===== src/pre_defs.svh =====
// constants of the pager receiver power economy sequencer
`ifndef PRE_DEFS_SVH
`define PRE_DEFS_SVH

`define PRE_SYNC_WORD     32'h7CD215D8
`define PRE_CW_BITS       32
`define PRE_BATCH_BITS    544
`define PRE_CW_FLAG_BIT   31
`define PRE_ADDR_MSB      30
`define PRE_ADDR_LSB      13
`define PRE_ADDR_W        18
`define PRE_FRAME_W       3
`define PRE_BAUD_512      512
`define PRE_BAUD_1200     1200
`define PRE_BAUD_2400     2400
`define PRE_WAKE_MS_512   1000
`define PRE_WAKE_MS_1200  500
`define PRE_WAKE_MS_2400  500
`define PRE_SAMPLE_BITS   64
`define PRE_LOSS_BITS     64
`define PRE_PRE_RUN       16
`define PRE_FAST_CHG_US   100
`define PRE_CHG_RST       1'b1

`endif


===== src/pre_pkg.sv =====
// types of the pager receiver power economy sequencer
package pre_pkg;

  typedef enum logic [1:0] {
    PRE_BAUD_SEL_512,
    PRE_BAUD_SEL_1200,
    PRE_BAUD_SEL_2400,
    PRE_BAUD_SEL_RSVD
  } pre_baud_t;

  typedef enum logic [1:0] {
    PRE_ST_STANDBY,
    PRE_ST_SAMPLE,
    PRE_ST_PREAMBLE,
    PRE_ST_LOCKED
  } pre_state_t;

endpackage : pre_pkg


===== src/pre_bit_if.sv =====
// bit stream carrier between sequencer and codeword shifter
`timescale 1ns/1ps
`default_nettype none

interface pre_bit_if;
  logic        bit_tick;
  logic        bit_val;
  logic [31:0] next_word;
  logic        pre_hit;
  logic        sync_hit;

  modport seq (output bit_tick, output bit_val, input next_word, input pre_hit, input sync_hit);
  modport shf (input bit_tick, input bit_val, output next_word, output pre_hit, output sync_hit);
endinterface : pre_bit_if

`default_nettype wire


===== src/pre_cw_shift.sv =====
// codeword shift register with preamble and sync word detection
`timescale 1ns/1ps
`default_nettype none
`include "pre_defs.svh"

module pre_cw_shift
  import pre_pkg::*;
(
  input  wire logic clk_in,
  input  wire logic reset_n_in,
  input  wire logic clk_en_in,
  pre_bit_if.shf    bits
);

  logic [31:0] word_q;
  logic [15:0] alt_pat;

  // hits look at the word including the bit arriving now, so the
  // sequencer can act in the same cycle as the tick
  assign bits.next_word = {word_q[30:0], bits.bit_val};
  assign alt_pat        = {8{2'b10}};
  assign bits.pre_hit   = bits.bit_tick &&
                          ((bits.next_word[15:0] == alt_pat) ||
                           (bits.next_word[15:0] == ~alt_pat));
  // exact match only: no bit error correction of the sync word
  assign bits.sync_hit  = bits.bit_tick && (bits.next_word == `PRE_SYNC_WORD);

  always_ff @(posedge clk_in or negedge reset_n_in) begin
    if (!reset_n_in) begin
      word_q <= 32'h0000_0000;
    end else if (clk_en_in && bits.bit_tick) begin
      word_q <= bits.next_word;
    end
  end

endmodule : pre_cw_shift

`default_nettype wire


===== src/pre_power_seq.sv =====
// battery economy power sequencer of a paging receiver decoder
//
// Summary of operation
// - In standby the receiver supply is switched on briefly once per wake interval to look for preamble.
// - While preamble is seen the receiver stays on and the decoder hunts for the sync word.
// - Finding the sync word enters batch lock aligned to the received batch structure.
// - In batch lock the receiver is on only for the sync word and the own frame, longer while a message runs.
// - At switch-on the slicer charge-select output is high for fast reference charging.
// - After the fast-charge interval the charge-select output goes low for normal slicing.
// - The serial bit stream is taken from the comparator data output through a two-flop synchroniser.
// - After preamble, a matching address and message, a host attention pulse is raised.
// - The standby wake interval is between half a second and one second by baud rate.
`timescale 1ns/1ps
`default_nettype none
`include "pre_defs.svh"

module pre_power_seq
  import pre_pkg::*;
#(
  parameter int CLK_HZ      = 50_000_000,
  parameter int SAMPLE_BITS = `PRE_SAMPLE_BITS,
  parameter int LOSS_BITS   = `PRE_LOSS_BITS
) (
  input  wire logic                    clk_in,
  input  wire logic                    reset_n_in,
  input  wire logic                    clk_en_in,
  input  wire logic                    rx_data_in,
  input  wire logic [1:0]              baud_sel_in,
  input  wire logic [`PRE_ADDR_W-1:0]  own_addr_in,
  input  wire logic [`PRE_FRAME_W-1:0] own_frame_in,
  output var  logic                    rx_power_strobe_out,
  output var  logic                    slicer_charge_select_out,
  output var  logic                    host_attention_out,
  output var  logic                    batch_locked_out
);

  // ---------------------------------------------------------------
  // parameter checks
  // ---------------------------------------------------------------
  if (CLK_HZ < 4 * `PRE_BAUD_2400) begin : g_bad_clk
    $error("clock too slow for the highest baud rate");
  end
  if (SAMPLE_BITS < `PRE_PRE_RUN || SAMPLE_BITS > 1023) begin : g_bad_sample
    $error("sample window must hold a preamble run and fit 10 bits");
  end
  if (LOSS_BITS < `PRE_PRE_RUN || LOSS_BITS > 1023) begin : g_bad_loss
    $error("preamble loss window must hold a preamble run and fit 10 bits");
  end

  // scale in kilohertz: whole megahertz would round a slow clock down to no charge at all
  localparam int FAST_CHG_CYC = ((CLK_HZ / 1000) * `PRE_FAST_CHG_US) / 1000;
  localparam logic [23:0] FAST_CHG_INIT = 24'(FAST_CHG_CYC);

  if (FAST_CHG_CYC < 1 || FAST_CHG_CYC > 24'hFF_FFFF) begin : g_bad_chg
    $error("fast charge interval must be 1 to 2**24-1 cycles");
  end

  // ---------------------------------------------------------------
  // baud decoding
  // ---------------------------------------------------------------
  function automatic int baud_of(input logic [1:0] sel);
    unique case (pre_baud_t'(sel))
      PRE_BAUD_SEL_512:  baud_of = `PRE_BAUD_512;
      PRE_BAUD_SEL_2400: baud_of = `PRE_BAUD_2400;
      default:           baud_of = `PRE_BAUD_1200;
    endcase
  endfunction : baud_of

  function automatic int wake_ms_of(input logic [1:0] sel);
    unique case (pre_baud_t'(sel))
      PRE_BAUD_SEL_512:  wake_ms_of = `PRE_WAKE_MS_512;
      PRE_BAUD_SEL_2400: wake_ms_of = `PRE_WAKE_MS_2400;
      default:           wake_ms_of = `PRE_WAKE_MS_1200;
    endcase
  endfunction : wake_ms_of

  logic [23:0] bit_cyc;
  logic [10:0] wake_bits;

  assign bit_cyc   = 24'(CLK_HZ / baud_of(baud_sel_in));
  assign wake_bits = 11'((wake_ms_of(baud_sel_in) * baud_of(baud_sel_in)) / 1000);

  // ---------------------------------------------------------------
  // comparator data synchroniser and bit timebase
  // ---------------------------------------------------------------
  logic        rx_meta_q;
  logic        rx_sync_q;
  logic [23:0] tb_cnt_q;
  logic        tick;

  always_ff @(posedge clk_in or negedge reset_n_in) begin
    if (!reset_n_in) begin
      rx_meta_q <= 1'b0;
      rx_sync_q <= 1'b0;
    end else if (clk_en_in) begin
      rx_meta_q <= rx_data_in;
      rx_sync_q <= rx_meta_q;
    end
  end

  // free-running, no clock recovery: the transmitter rate must match the
  // local clock closely enough to stay within half a bit over a batch
  always_ff @(posedge clk_in or negedge reset_n_in) begin
    if (!reset_n_in) begin
      tb_cnt_q <= 24'h00_0000;
    end else if (clk_en_in) begin
      tb_cnt_q <= (tb_cnt_q >= bit_cyc - 24'h00_0001) ? 24'h00_0000 : tb_cnt_q + 24'h00_0001;
    end
  end

  assign tick = clk_en_in && (tb_cnt_q == (bit_cyc >> 1));

  // ---------------------------------------------------------------
  // codeword shifter
  // ---------------------------------------------------------------
  pre_bit_if bits ();

  assign bits.bit_tick = tick && rx_power_strobe_out;
  assign bits.bit_val  = rx_sync_q;

  pre_cw_shift u_shift (
    .clk_in     (clk_in),
    .reset_n_in (reset_n_in),
    .clk_en_in  (clk_en_in),
    .bits       (bits)
  );

  // ---------------------------------------------------------------
  // codeword decoding in lock
  // ---------------------------------------------------------------
  pre_state_t  state_q;
  logic [10:0] cnt_q;
  logic [9:0]  batch_bit_q;
  logic        msg_active_q;
  logic        msg_seen_q;
  logic [4:0]  cw_idx;
  logic        cw_end;
  logic        in_frame;
  logic        is_msg;
  logic        addr_hit;

  assign cw_idx   = batch_bit_q[9:5];
  assign cw_end   = bits.bit_tick && (batch_bit_q[4:0] == 5'h1F);
  assign in_frame = (cw_idx == {1'b0, own_frame_in, 1'b1}) ||
                    (cw_idx == 5'({own_frame_in, 1'b1}) + 5'h01);
  assign is_msg   = bits.next_word[`PRE_CW_FLAG_BIT];
  assign addr_hit = !is_msg && in_frame &&
                    (bits.next_word[`PRE_ADDR_MSB:`PRE_ADDR_LSB] == own_addr_in);

  // ---------------------------------------------------------------
  // economy state machine
  // ---------------------------------------------------------------
  always_ff @(posedge clk_in or negedge reset_n_in) begin
    if (!reset_n_in) begin
      state_q <= PRE_ST_STANDBY;
      cnt_q   <= 11'h000;
    end else if (clk_en_in) begin
      unique case (state_q)
        PRE_ST_STANDBY: begin
          if (tick) begin
            if (cnt_q >= wake_bits - 11'h001) begin
              state_q <= PRE_ST_SAMPLE;
              cnt_q   <= 11'h000;
            end else begin
              cnt_q <= cnt_q + 11'h001;
            end
          end
        end
        PRE_ST_SAMPLE: begin
          if (bits.pre_hit) begin
            state_q <= PRE_ST_PREAMBLE;
            cnt_q   <= 11'h000;
          end else if (bits.bit_tick) begin
            if (cnt_q >= 11'(SAMPLE_BITS - 1)) begin
              state_q <= PRE_ST_STANDBY;
              cnt_q   <= 11'h000;
            end else begin
              cnt_q <= cnt_q + 11'h001;
            end
          end
        end
        PRE_ST_PREAMBLE: begin
          if (bits.sync_hit) begin
            state_q <= PRE_ST_LOCKED;
            cnt_q   <= 11'h000;
          end else if (bits.pre_hit) begin
            cnt_q <= 11'h000;
          end else if (bits.bit_tick) begin
            if (cnt_q >= 11'(LOSS_BITS - 1)) begin
              state_q <= PRE_ST_STANDBY;
              cnt_q   <= 11'h000;
            end else begin
              cnt_q <= cnt_q + 11'h001;
            end
          end
        end
        PRE_ST_LOCKED: begin
          // a missed sync word drops lock
          if (cw_end && cw_idx == 5'h00 && !bits.sync_hit) begin
            state_q <= PRE_ST_STANDBY;
            cnt_q   <= 11'h000;
          end
        end
      endcase
    end
  end

  // batch position, aligned so the bit after the sync word is index 32
  always_ff @(posedge clk_in or negedge reset_n_in) begin
    if (!reset_n_in) begin
      batch_bit_q <= 10'h000;
    end else if (clk_en_in && tick) begin
      if (state_q == PRE_ST_PREAMBLE && bits.sync_hit) begin
        batch_bit_q <= 10'(`PRE_CW_BITS);
      end else if (state_q == PRE_ST_LOCKED) begin
        batch_bit_q <= (batch_bit_q == 10'(`PRE_BATCH_BITS - 1)) ? 10'h000
                                                                : batch_bit_q + 10'h001;
      end
    end
  end

  // message tracking: address opens, a later non-message codeword closes
  always_ff @(posedge clk_in or negedge reset_n_in) begin
    if (!reset_n_in) begin
      msg_active_q       <= 1'b0;
      msg_seen_q         <= 1'b0;
      host_attention_out <= 1'b0;
    end else if (clk_en_in) begin
      host_attention_out <= 1'b0;
      if (state_q != PRE_ST_LOCKED) begin
        msg_active_q <= 1'b0;
        msg_seen_q   <= 1'b0;
      end else if (cw_end && cw_idx != 5'h00) begin
        if (msg_active_q && is_msg) begin
          msg_seen_q <= 1'b1;
        end else if (msg_active_q) begin
          host_attention_out <= msg_seen_q;
          msg_active_q       <= addr_hit;
          msg_seen_q         <= 1'b0;
        end else if (addr_hit) begin
          msg_active_q <= 1'b1;
          msg_seen_q   <= 1'b0;
        end
      end
    end
  end

  // ---------------------------------------------------------------
  // receiver supply and slicer charge control
  // ---------------------------------------------------------------
  logic        rx_on_d;
  logic        lock_win;
  logic [23:0] chg_cnt_q;

  assign lock_win = (cw_idx == 5'h00) || in_frame || msg_active_q;

  always_comb begin
    unique case (state_q)
      PRE_ST_STANDBY: rx_on_d = 1'b0;
      PRE_ST_LOCKED:  rx_on_d = lock_win;
      default:        rx_on_d = 1'b1;
    endcase
  end

  always_ff @(posedge clk_in or negedge reset_n_in) begin
    if (!reset_n_in) begin
      rx_power_strobe_out <= 1'b0;
      batch_locked_out    <= 1'b0;
    end else if (clk_en_in) begin
      rx_power_strobe_out <= rx_on_d;
      batch_locked_out    <= (state_q == PRE_ST_LOCKED);
    end
  end

  // fast charge at power-up and again at every receiver switch-on, since
  // the reference capacitor drifts while the receiver sleeps
  always_ff @(posedge clk_in or negedge reset_n_in) begin
    if (!reset_n_in) begin
      chg_cnt_q                <= FAST_CHG_INIT;
      slicer_charge_select_out <= `PRE_CHG_RST;
    end else if (clk_en_in) begin
      if (rx_on_d && !rx_power_strobe_out) begin
        chg_cnt_q                <= FAST_CHG_INIT;
        slicer_charge_select_out <= 1'b1;
      end else if (chg_cnt_q != 24'h00_0000) begin
        chg_cnt_q                <= chg_cnt_q - 24'h00_0001;
        slicer_charge_select_out <= 1'b1;
      end else begin
        slicer_charge_select_out <= 1'b0;
      end
    end
  end

endmodule : pre_power_seq

`default_nettype wire


===== config.mk =====
export PLATFORM = sky130hd
export DESIGN_NAME = pre_power_seq
export DESIGN_NICKNAME = d
export VERILOG_FILES = /design/src/pre_pkg.sv /design/src/pre_bit_if.sv /design/src/pre_cw_shift.sv /design/src/pre_power_seq.sv
export VERILOG_INCLUDE_DIRS = /design/src
export SDC_FILE = /design/constraint.sdc
export NUM_CORES = 1
export LEC_CHECK = 0
export ABC_AREA = 0
export BUFFER_PORTS_ARGS = -buffer_cell sky130_fd_sc_hd__buf_2
export CAP_MARGIN = 20
export CORE_ASPECT_RATIO = 0.9
export CORE_MARGIN = 2
export CORE_UTILIZATION = 40
export DETAILED_ROUTE_END_ITERATION = 12
export GPL_TIMING_DRIVEN = 0
export PLACE_DENSITY_LB_ADDON = 0.15
export SKIP_LAST_GASP = 1
export SLEW_MARGIN = 10
export SYNTH_ARGS = -nofsm -noshare
export SYNTH_HDL_FRONTEND = slang
export SYNTH_HIERARCHICAL = 1
export SYNTH_SLANG_ARGS = --single-unit

===== constraint.sdc =====
create_clock -name clk_in -period 6.4 [get_ports clk_in]
set_input_delay 1.28 -clock clk_in [delete_from_list [all_inputs] [get_ports clk_in]]
set_output_delay 1.28 -clock clk_in [all_outputs]
set_load 0.1 [all_outputs]

==> impl_metrics.tcl <==
set metrics [dict create \
    outcome "finished clean" \
    maxCapViolCount 0 \
    track_usage_pct 19.2 \
    top_usage_layer "met2" \
    cp.arrival_ns 6.37 \
    root_buffer "clkbuf_16" \
    antenna_found_initial 0 \
    layout_setup_ws_ns 0.325 \
    dp_hpwl_um 12700 \
    initial_core_util_pct 40.5 \
    via_per_inst 5.61 \
    clk_latency_ns 0.37 \
    cts_tree "done" \
    cp.required_ns 6.69 \
    relSlewSlack_pct 34.7 \
    n_fill_cell 1674 \
    netlist_area_um2 7070 \
    post_drt_wl_per_cell_um 16.6 \
    die_w_um 144 \
    grt_pass1_wl_um 28800 \
    finalHoldViolations 0 \
    gp_congestion 0.859 \
    use_met2_pct 31.6 \
    avgSynthCellArea_um2 9.50 \
    ios 31 \
    vias 5783 \
    start_kind "input port" \
    critPathMaxFanout 11 \
    drtIter0Drc 319 \
    end_kind "flop" \
    grt_start_max_net_pins 72 \
    leakage_nw 3.57 \
    core_area_um2 17400 \
    drc_errors 0 \
    crit_type "in2reg" \
    clkTransAtPathRegs_ns 0.08 \
    post-route-period-util_pct 94.9 \
    ir_worst_vdd_v 0.000119 \
    holdCritPathClass "reg2reg" \
    ant_nets 0 \
    die_h_um 130 \
    syn_inst 744 \
    cts_buffers 9 \
    grt_overflow_total 0 \
    pre_cts_slack_ns -0.0837 \
    port_buffers 30 \
    period_needed_ns 6.07 \
    first_pass_iters 5 \
    synth_nets 812 \
    htreeDepth 3 \
    num_rows 46 \
    power_per_cell_area_nw_per_um2 237 \
    fmax_ghz 0.165 \
    rsz0062_at_grt "false" \
    finalClockSkew_ns 0.00815 \
    clock_path_buffers 2 \
    finalSetupTns_ns 0 \
    finalWirelength_um 17100 \
    clkSinkCount 110 \
    area_growth_pct 11.1 \
    n_antenna_cell 0 \
    tightest_slew_ns 0.964 \
    die-area_um2 18800 \
    setup_violations 0 \
    layout.nets 854 \
    met3_usage_pct 3.34 \
    grt_pass1_vias 5747 \
    drv_slew 0 \
    drive_gt1_share_pct 14.7 \
    yosys_warnings 6 \
    grt_util_met1_pct 26.1 \
]
-- repair_timing --
item / 4_1_cts / 5_1_grt
endpoints found under the setup margin: 0 / 7
hold buffers: 0 / 0
gates resized for setup: 0 / 1
buffers inserted: 0 / 0
-- final cells by class --
type | count | area (um^2) | share of cell area (%)
Clock inverter | 7 | 65.1 | 0.829
Buffer | 22 | 98.8 | 1.26
Sequential cell | 110 | 2760 | 35.2
Timing Repair Buffer | 31 | 184 | 2.34
Multi-Input combinational cell | 586 | 4120 | 52.5
Tap cell | 240 | 300 | 3.82
Inverter | 26 | 97.6 | 1.24
Clock buffer | 9 | 225 | 2.87
-- sequential cells by signal, indices dropped and copies added (netlist names), 2 cells and up --
| signal | flops |
|---|---|
| u_shift/word_q | 31 |
| cnt_q | 11 |
| tb_cnt_q | 24 |
| chg_cnt_q | 24 |
| state_q | 2 |
| batch_bit_q | 10 |
-- critical path, stage by stage --
cell	delay [ns]
buf_2	0.18
buf_6	0.17
nor2_1	0.29
inv_2	0.20
ha_1	0.35
nor4b_1	0.42
nand4_1	0.30
a2111oi_2	0.40
or4b_4	0.57
inv_2	0.12
and4b_2	0.25
nand2_1	0.09
nor4_4	0.40
nand3b_1	0.28
nand2_1	0.14
nand4_1	0.20
or2_0	0.27
clkbuf_1	0.18
nand2b_1	0.18
o21ai_1	0.11
-- final timing paths --
path | cells after the start | to | slack, ns | start
min in group asynchronous | 1 | tb_cnt_q[13] | 0.82 | reset_n_in
max in group asynchronous | 2 | cnt_q[3] | 4.90 | reset_n_in
hold reg to reg | 2 | slicer_charge_select_out | 0.46 | slicer_charge_select_out
setup / recovery | 20 | batch_bit_q[6] | 0.33 | baud_sel_in[0]
hold / removal | 2 | slicer_charge_select_out | 0.46 | slicer_charge_select_out
setup reg to reg | 16 | batch_bit_q[6] | 1.59 | tb_cnt_q[14]
-- power breakdown --
| part | leakage (nW) | internal, W | switching, W | total (W) |
|---|---|---|---|---|
| clock | 0.140 | 0.000273 | 0.000285 | 0.000559 |
| sequential | 1.47 | 0.000791 | 0.000108 | 0.000898 |
| combinational | 1.96 | 0.000175 | 0.000227 | 0.000402 |
-- layout by cell type, fill, tap and decap left out, drive strengths merged, types with 3 or more instances in the layout --
master	count
a211oi	6
a21o	9
a21oi	25
a31oi	5
and3	17
and4	7
and4bb	3
buf	39
clkbuf	23
clkinv	3
dfrtp	104
dfstp	6
ha	41
inv	29
mux2	33
mux2i	3
nand2	54
nand2b	10
nand3	41
nand3b	4
nand4	23
nor2	72
nor2b	4
nor3	21
nor4	13
nor4b	4
nor4bb	6
o211ai	8
o21ai	32
o22ai	3
o2bb2ai	6
o311ai	3
o31ai	10
or2	8
or3	8
or4	5
xnor2	27
xor2	37
-- routing by layer --
layer	vias up	share of wire, %
met4	0	1.6
met2	94	48
met5	-	0
li1	2820	-
met3	20	3.0
met1	2849	48
-- through the flow --
stage               utilization [%]  power, W  std cells  area (um^2)  hold slack [ns]
finish                         45.0   0.00186       1031         7850            0.459
global route                   45.0   0.00197       1031         7850            0.491
CTS                            45.0   0.00188       1031         7840            0.467
detailed placement             43.3   0.00131       1015         7550            0.455
global placement               43.1   0.00128       1014         7520            0.456
floorplan                         -   0.00118        744         7070            0.467
Note: power is estimated with default switching activity, not from simulation.
